==> src/hw/anpcs_pkg.sv <==
package anpcs_pkg;
   // register addresses on the management interface
   localparam logic [4:0] ADDR_NPTX = 5'h07;
   localparam logic [4:0] ADDR_PCS = 5'h10;
   localparam logic [4:0] ADDR_ARB = 5'h11;
   localparam logic [4:0] ADDR_EXP = 5'h06;
   // next page transmit fields
   localparam int NP_MORE = 15;
   localparam int NP_ACK = 14;
   localparam int NP_FMT = 13;
   localparam int NP_COMPLY = 12;
   localparam int NP_TOGGLE = 11;
   localparam int NP_CODE_W = 11;
   localparam logic [15:0] NP_WR_MASK = 16'hb7ff;
   localparam logic [15:0] NP_RESET = 16'h0000;
   // pcs control fields
   localparam int PC_LOCKED = 15;
   localparam int PC_BYP_A = 5;
   localparam int PC_BYP_B = 4;
   localparam int PC_LOOPCFG = 3;
   localparam int PC_SCAN = 2;
   localparam int PC_FWRAP = 1;
   localparam int PC_FAST = 0;
   localparam logic [15:0] PC_WR_MASK = 16'h0fff;
   localparam logic [15:0] PC_RESET = 16'h0000;
   // expansion register page arrived bit
   localparam int EX_PAGE = 1;
   // link monitor timing at 40 mhz
   localparam int CLK_MHZ = 40;
   localparam int LM_NORMAL_US = 620;
   localparam int LM_FAST_US = 10;
   localparam int LM_NORMAL_CYC = LM_NORMAL_US * CLK_MHZ;
   localparam int LM_FAST_CYC = LM_FAST_US * CLK_MHZ;
   // apb register map of the station
   localparam logic [7:0] APB_CMD = 8'h00;
   localparam logic [7:0] APB_WDATA = 8'h04;
   localparam logic [7:0] APB_RDATA = 8'h08;
   localparam logic [7:0] APB_STAT = 8'h0c;
   localparam int CMD_GO = 31;
   localparam int CMD_WR = 30;
endpackage

==> src/hw/anpcs_if.sv <==
`timescale 1ns/10ps
`default_nettype none
interface anpcs_if;
   logic req;
   logic wr;
   logic [4:0] addr;
   logic [15:0] wdata;
   logic [15:0] rdata;
   logic ack;
   modport dev (input req, wr, addr, wdata, output rdata, ack);
   modport sta (output req, wr, addr, wdata, input rdata, ack);
endinterface
`default_nettype wire

==> src/hw/anpcs_regs.sv <==
`timescale 1ns/10ps
`default_nettype none
module anpcs_regs (
   // clock and reset
   input wire logic pclk,
   input wire logic presetn,
   // management side
   anpcs_if.dev mgmt,
   // autonegotiation engine
   input wire logic lcw_ack,
   input wire logic base_bit11,
   input wire logic first_np,
   input wire logic prev_ack,
   input wire logic page_rx,
   input wire logic [8:0] arb_states,
   input wire logic [2:0] arb_timers,
   input wire logic par_det_fault,
   output logic [15:0] np_word,
   output logic np_load,
   // pcs side
   input wire logic descr_locked,
   input wire logic bypass_sleep_a_in,
   input wire logic bypass_sleep_b_in,
   input wire logic fast_sim_input,
   output logic bypass_sleep_a,
   output logic bypass_sleep_b,
   output logic pcs_loop_full,
   output logic col_disable,
   output logic force_idle_tx,
   output logic scan_mode,
   output logic lm_tick
);
   logic [15:0] np_q, np_d;
   logic [15:0] pc_q, pc_d;
   logic tog_q, tog_d;
   logic pgrx_q, pgrx_d;
   logic [15:0] rd_q, rd_d;
   logic ack_q, ack_d;
   logic load_q, load_d;
   logic [15:0] lm_cnt_q, lm_cnt_d;
   logic tick_q, tick_d;
   logic [3:0] pcs_q, pcs_d;
   logic [15:0] arb_view;
   logic fast;

   //--------------------------------------------
   // register access and page bookkeeping
   //--------------------------------------------
   always_comb begin
      arb_view = {3'h0, arb_states[8], arb_timers, par_det_fault, arb_states[7:0]};
      np_d = np_q;
      pc_d = pc_q;
      tog_d = tog_q;
      pgrx_d = pgrx_q;
      rd_d = rd_q;
      ack_d = 1'b0;
      load_d = 1'b0;
      if (first_np) begin
         tog_d = ~base_bit11;
      end
      if (prev_ack) begin
         load_d = 1'b1;
         tog_d = ~tog_q;
      end
      if (mgmt.req && !ack_q) begin
         ack_d = 1'b1;
         if (mgmt.wr) begin
            if (mgmt.addr == anpcs_pkg::ADDR_NPTX) begin
               np_d = mgmt.wdata & anpcs_pkg::NP_WR_MASK;
            end
            if (mgmt.addr == anpcs_pkg::ADDR_PCS) begin
               pc_d = mgmt.wdata & anpcs_pkg::PC_WR_MASK;
            end
         end else begin
            case (mgmt.addr)
               anpcs_pkg::ADDR_NPTX: begin
                  rd_d = np_q;
                  rd_d[anpcs_pkg::NP_ACK] = lcw_ack;
                  rd_d[anpcs_pkg::NP_TOGGLE] = tog_q;
               end
               anpcs_pkg::ADDR_PCS: begin
                  rd_d = pc_q;
                  rd_d[anpcs_pkg::PC_LOCKED] = descr_locked;
               end
               anpcs_pkg::ADDR_ARB: rd_d = arb_view;
               anpcs_pkg::ADDR_EXP: begin
                  rd_d = 16'h0000;
                  rd_d[anpcs_pkg::EX_PAGE] = pgrx_q;
                  pgrx_d = 1'b0;
               end
               default: rd_d = 16'h0000;
            endcase
         end
      end
      if (page_rx) begin
         pgrx_d = 1'b1; // set wins over read clear
      end
   end

   //--------------------------------------------
   // pcs controls and link monitor timebase
   //--------------------------------------------
   always_comb begin
      fast = pc_q[anpcs_pkg::PC_FAST] | fast_sim_input;
      pcs_d[0] = pc_q[anpcs_pkg::PC_BYP_A] | bypass_sleep_a_in;
      pcs_d[1] = pc_q[anpcs_pkg::PC_BYP_B] | bypass_sleep_b_in;
      // either loop bit wraps without collision masking; only loop configure forces idle
      pcs_d[2] = pc_q[anpcs_pkg::PC_LOOPCFG] | pc_q[anpcs_pkg::PC_FWRAP];
      pcs_d[3] = ~pc_q[anpcs_pkg::PC_FWRAP] & ~pc_q[anpcs_pkg::PC_LOOPCFG];
      tick_d = 1'b0;
      lm_cnt_d = lm_cnt_q + 16'h0001;
      if (lm_cnt_q >= (fast ? 16'(anpcs_pkg::LM_FAST_CYC - 1)
                           : 16'(anpcs_pkg::LM_NORMAL_CYC - 1))) begin
         lm_cnt_d = 16'h0000;
         tick_d = 1'b1;
      end
   end

   always_ff @(posedge pclk or negedge presetn) begin
      if (!presetn) begin
         np_q <= anpcs_pkg::NP_RESET;
         pc_q <= anpcs_pkg::PC_RESET;
         tog_q <= 1'b0;
         pgrx_q <= 1'b0;
         rd_q <= 16'h0000;
         ack_q <= 1'b0;
         load_q <= 1'b0;
         lm_cnt_q <= 16'h0000;
         tick_q <= 1'b0;
         pcs_q <= 4'h8;
      end else begin
         np_q <= np_d;
         pc_q <= pc_d;
         tog_q <= tog_d;
         pgrx_q <= pgrx_d;
         rd_q <= rd_d;
         ack_q <= ack_d;
         load_q <= load_d;
         lm_cnt_q <= lm_cnt_d;
         tick_q <= tick_d;
         pcs_q <= pcs_d;
      end
   end

   //--------------------------------------------
   // outputs
   //--------------------------------------------
   // np_word carries the toggle already merged so the engine sends it as is
   logic [15:0] npw_q;
   always_ff @(posedge pclk or negedge presetn) begin
      if (!presetn) begin
         npw_q <= 16'h0000;
      end else begin
         // next toggle is used so the word already matches while np_load is high
         npw_q <= {np_q[15], lcw_ack, np_q[13:12], tog_d, np_q[10:0]};
      end
   end
   assign np_word = npw_q;
   assign np_load = load_q;
   assign mgmt.rdata = rd_q;
   assign mgmt.ack = ack_q;
   assign bypass_sleep_a = pcs_q[0];
   assign bypass_sleep_b = pcs_q[1];
   assign pcs_loop_full = pcs_q[2];
   assign col_disable = pcs_q[3];
   assign force_idle_tx = pc_q[anpcs_pkg::PC_LOOPCFG];
   assign scan_mode = pc_q[anpcs_pkg::PC_SCAN];
   assign lm_tick = tick_q;
endmodule // anpcs_regs
`default_nettype wire

==> src/flat_wrapper.sv <==
// flat-port wrapper written by rule: the top's interface ports become plain ports
module anpcs_regs_flat 
  (pclk, presetn, lcw_ack, base_bit11, first_np, prev_ack, page_rx, arb_states, arb_timers, par_det_fault, np_word, np_load, descr_locked, bypass_sleep_a_in, bypass_sleep_b_in, fast_sim_input, bypass_sleep_a, bypass_sleep_b, pcs_loop_full, col_disable, force_idle_tx, scan_mode, lm_tick, mgmt_req, mgmt_wr, mgmt_addr, mgmt_wdata, mgmt_rdata, mgmt_ack);
  anpcs_if mgmt_i ();
  input wire logic pclk;
  input wire logic presetn;
  input wire logic lcw_ack;
  input wire logic base_bit11;
  input wire logic first_np;
  input wire logic prev_ack;
  input wire logic page_rx;
  input wire logic [8:0] arb_states;
  input wire logic [2:0] arb_timers;
  input wire logic par_det_fault;
  output logic [15:0] np_word;
  output logic np_load;
  input wire logic descr_locked;
  input wire logic bypass_sleep_a_in;
  input wire logic bypass_sleep_b_in;
  input wire logic fast_sim_input;
  output logic bypass_sleep_a;
  output logic bypass_sleep_b;
  output logic pcs_loop_full;
  output logic col_disable;
  output logic force_idle_tx;
  output logic scan_mode;
  output logic lm_tick;
  input wire logic [$bits(mgmt_i.req)-1:0] mgmt_req;
  input wire logic [$bits(mgmt_i.wr)-1:0] mgmt_wr;
  input wire logic [$bits(mgmt_i.addr)-1:0] mgmt_addr;
  input wire logic [$bits(mgmt_i.wdata)-1:0] mgmt_wdata;
  output wire logic [$bits(mgmt_i.rdata)-1:0] mgmt_rdata;
  output wire logic [$bits(mgmt_i.ack)-1:0] mgmt_ack;
  assign mgmt_i.req = mgmt_req;
  assign mgmt_i.wr = mgmt_wr;
  assign mgmt_i.addr = mgmt_addr;
  assign mgmt_i.wdata = mgmt_wdata;
  assign mgmt_rdata = mgmt_i.rdata;
  assign mgmt_ack = mgmt_i.ack;
  anpcs_regs u_core (.pclk(pclk), .presetn(presetn), .mgmt(mgmt_i), .lcw_ack(lcw_ack), .base_bit11(base_bit11), .first_np(first_np), .prev_ack(prev_ack), .page_rx(page_rx), .arb_states(arb_states), .arb_timers(arb_timers), .par_det_fault(par_det_fault), .np_word(np_word), .np_load(np_load), .descr_locked(descr_locked), .bypass_sleep_a_in(bypass_sleep_a_in), .bypass_sleep_b_in(bypass_sleep_b_in), .fast_sim_input(fast_sim_input), .bypass_sleep_a(bypass_sleep_a), .bypass_sleep_b(bypass_sleep_b), .pcs_loop_full(pcs_loop_full), .col_disable(col_disable), .force_idle_tx(force_idle_tx), .scan_mode(scan_mode), .lm_tick(lm_tick));
endmodule
==> config.mk <==
export PLATFORM = sky130hd
export DESIGN_NAME = anpcs_regs_flat
export DESIGN_NICKNAME = d
export VERILOG_FILES = /design/src/hw/anpcs_pkg.sv /design/src/hw/anpcs_if.sv /design/src/hw/anpcs_regs.sv /design/src/flat_wrapper.sv
export SDC_FILE = /design/constraint.sdc
export NUM_CORES = 1
export LEC_CHECK = 0
export ABC_CLOCK_PERIOD_IN_PS = 2300
export BUFFER_PORTS_ARGS = -buffer_cell sky130_fd_sc_hd__buf_2
export CORE_MARGIN = 4
export CORE_UTILIZATION = 49
export CTS_BUF_LIST = sky130_fd_sc_hd__clkbuf_2
export DETAILED_ROUTE_END_ITERATION = 16
export PLACE_DENSITY = 0.83
export SYNTH_ARGS = -nofsm -noshare
export SYNTH_HDL_FRONTEND = slang
export SYNTH_SLANG_ARGS = --single-unit
==> constraint.sdc <==
create_clock -name pclk -period 2.3 [get_ports pclk]
set_clock_uncertainty 0.15 [all_clocks]
set_input_delay 0.46 -clock pclk [delete_from_list [all_inputs] [get_ports pclk]]
set_output_delay 0.46 -clock pclk [all_outputs]
set_load 0.02 [all_outputs]
==> impl_results.md <==
- Netlist Area Pre-Place: 3487 µm²
- Root Buffer Master: clkbuf_2
- Tightest Pin Transition: 0.9808 ns
- Count leader, synth: dfrtp_1
- Max-slew violation count: 0
- Mapped Avg Cell Area: 12.54 µm²
- RSZ-0062 raised after global routing: false
- Post-route DRC: 0
- Vias per cell: 5.438
- CP peak stage delay: 0.45 ns
- Fmax: 0.4535 GHz
- Share of cells above drive strength 1: 41.10%
- Total vias in the final route: 2692
- Min-Delay Startpoint: mgmt_wdata[0]
- Worst setup startpoint: u_core.pc_q[0]$_DFFE_PN0P_
- Total power: 3.041 mW
- DP Area: 4123 µm²
- Routed Antenna Nets: 0
- Die width: 92.36 µm
- Placed cells: 458
- Worst hold path type: in -> reg
- Total CTS buffers: 9
- Hold slack: 0.03276 ns
- Largest net degree at the start of global routing: 35
- Maximum vdd drop: 0.4197 mV
- Synth area leader: dfrtp_1
- Final Hold Fails: 0
- Reg-to-reg startpoint: u_core.pc_q[0]$_DFFE_PN0P_
- Power density over the cells: 677.0 nW/µm²
- Clock buffer depth: 2
- First-pass DRT Iterations: 4
- Status: finished, final reports clean
- Dpl hpwl: 5766 µm
- N_diodes: 0
- Clock H-tree levels: 3
- Async SR Flop Fraction: 100.0%
- Period Utilization, post-route: 95.87%
- Slew HR: 34.17%
- PostCTS Resize Cnt: 0
- Final setup vio count: 0
- Finished Core Util: 65.39%
- All-Layer GR Usage: 20.89%
- Mapped Nets: 331
- Grt ovf: 0
- Initial core utilization: 50.77%
- Vias in the first global route: 2829
- Initial antenna violation count: 0
- Total negative slack: 0 ns
- Crit Path Category: reg -> reg
- Clock Pin Slew Worst Setup and Hold Paths: 0.22 ns
- Crit-path cells: or2_4 -> ha_1 -> nand2_1 -> o311a_4 -> nor4_4 -> buf_12 -> nor3_1
- CTS tree: yes
- Critical-path cell with the highest stage delay: dfrtp_1
- Fin nets: 447
- Synthesis-stage register bit count: 82
- Final instance area: 4492 µm²
- Tmin final: 2.205 ns
- Die area: 8530 µm²
- Post-synth EDFFs: 0
- Worst-Skew Late Latency: 0.53 ns
- Pre-CTS setup slack: -0.03692 ns
- Core box area: 6869 µm²
- First-pass GRT wire length: 14060 µm
- Seq/Total Area, Yosys: 58.88%
- YS warnings: 0
- CP arrival: 2.46 ns
- Share of the synthesized area in the top cell type: 58.13%
- Startpoint Class: flip-flop
- Count of cell types in the netlist: 43
- Row cnt: 30
- PnR worst setup slack: 0.09495 ns
- Top area cells in the synthesized netlist: dfrtp_1 58%, mux2_2 8.1%, nor3_2 2.9%
- Crit. End Element: flip-flop
- Mapped Cells: 278
- Largest fanout on the critical path: 17
- Initial DRC count: 143
- I/O pin count: 88
- Main flop type after synthesis: dfrtp_1
- Max capacitance violation total: 0
- Sink Count: 82
- CP required: 2.56 ns
- Synth top cells by count: 81 x dfrtp_1, 25 x mux2_2, 14 x nor2_1, 13 x a22oi_1, 13 x nand2_1
- Wirelength, routed: 8336 µm
- Mean routed wirelength per cell: 16.84 µm
- Leakage power: 2.222 nW
- Port bufs: 86
- GPL Wtd Cong: 0.8068
- Layout area overhead: 28.81%
- Post-Layout Cell Count: 495
- Die Y: 92.36 µm
==> cell type report <==
cell class,instances,area [µm²]
Clock buffer,9,45.04
Clock inverter,7,116.4
Fill cell,514,2377
Inverter,7,26.28
Multi-Input combinational cell,175,1350
Sequential cell,82,2053
Tap cell,96,120.1
Timing Repair Buffer,119,780.7
==> path summary, 6_finish.rpt <==
check	cells after the start	to	slack, ns
worst min register to register	0	u_core.np_word[10]$_DFF_PN0_	0.28
worst min-delay path	2	u_core.pc_q[0]$_DFFE_PN0P_	0.03
worst max register to register	7	u_core.lm_cnt_q[15]$_DFF_PN0_	0.09
max in group asynchronous	3	u_core.pc_q[5]$_DFFE_PN0P_	1.17
worst max-delay path	7	u_core.lm_cnt_q[15]$_DFF_PN0_	0.09
min in group asynchronous	2	u_core.np_word[3]$_DFF_PN0_	0.25
==> critical path, delay by kind of cell, from the launching register on <==
family          cells  cell delay [ns]
compound gates      1             0.32
fa+ha+maj           1             0.27
buf+inv             1             0.20
flops               1             0.45
simple gates        4             0.71
==> cell usage in the layout, fill, tap and decap left out, types with 3 or more instances in the layout <==
| master | netlist | layout |
|---|---|---|
| xnor2_1 | 11 | 11 |
| mux2_2 | 25 | 25 |
| nand3_1 | 8 | 8 |
| buf_12 | 0 | 4 |
| buf_2 | 1 | 85 |
| dlygate4sd3_1 | 0 | 20 |
| nor2_1 | 14 | 14 |
| nor4_1 | 5 | 4 |
| a22oi_1 | 13 | 13 |
| clkbuf_2 | 0 | 9 |
| mux2_1 | 3 | 3 |
| or2_2 | 5 | 4 |
| buf_4 | 3 | 10 |
| bufinv_16 | 0 | 3 |
| ha_1 | 6 | 5 |
| o22ai_1 | 9 | 9 |
| nor3_2 | 10 | 10 |
| dfrtp_1 | 81 | 81 |
| inv_1 | 7 | 7 |
| nand2_1 | 13 | 13 |
| o21ai_0 | 4 | 3 |
| a21oi_1 | 10 | 10 |
| nor3_1 | 8 | 8 |
==> layer usage <==
| metal | up-vias | routed length (µm) | GRT usage [%] |
|---|---|---|---|
| met5 | - | 0 | 0 |
| met4 | 0 | 176 | 8.911 |
| met3 | 19 | 622 | 5.280 |
| met2 | 101 | 4139 | 32.99 |
| met1 | 1333 | 3399 | 27.46 |
| li1 | 1239 | - | - |
==> state kept, by name, summed over array words and instances (netlist names) <==
| signal | count |
|---|---|
| u_core.np_load | 1 |
| u_core.np_word | 16 |
| u_core.pc_q | 12 |
| u_core.lm_cnt_q | 16 |
| u_core.mgmt.rdata | 16 |
| u_core.lm_tick | 1 |
| u_core.pgrx_q | 1 |
| u_core.pcs_q | 4 |
| u_core.np_q | 14 |
| u_core.mgmt.ack | 1 |
==> cells by family after synthesis <==
logic type | count (synthesis) | share of synthesized area [%]
flip-flops | 82 | 58.88
AND/OR/NAND/NOR | 81 | 14.21
AO/OA/AOI/OAI | 47 | 8.970
multiplexers | 28 | 9.042
buffers and inverters | 21 | 3.480
XOR/XNOR | 13 | 3.265
adder cells (fa/ha/maj) | 6 | 2.153
==> power by group <==
part           internal, mW  switching (mW)  total, mW
logic                 0.191           0.246      0.437
registers              1.56          0.0685       1.63
clock network         0.469           0.505      0.974
==> repair_timing <==
| item | 4_1_cts | 5_1_grt |
|---|---|---|
| setup endpoints to repair | 0 | 7 |
| hold buffers | 20 | 0 |
| buffers inserted | 0 | 1 |
| endpoints found under the hold margin | 58 | 0 |
Note: power is estimated with default switching activity, not from simulation.
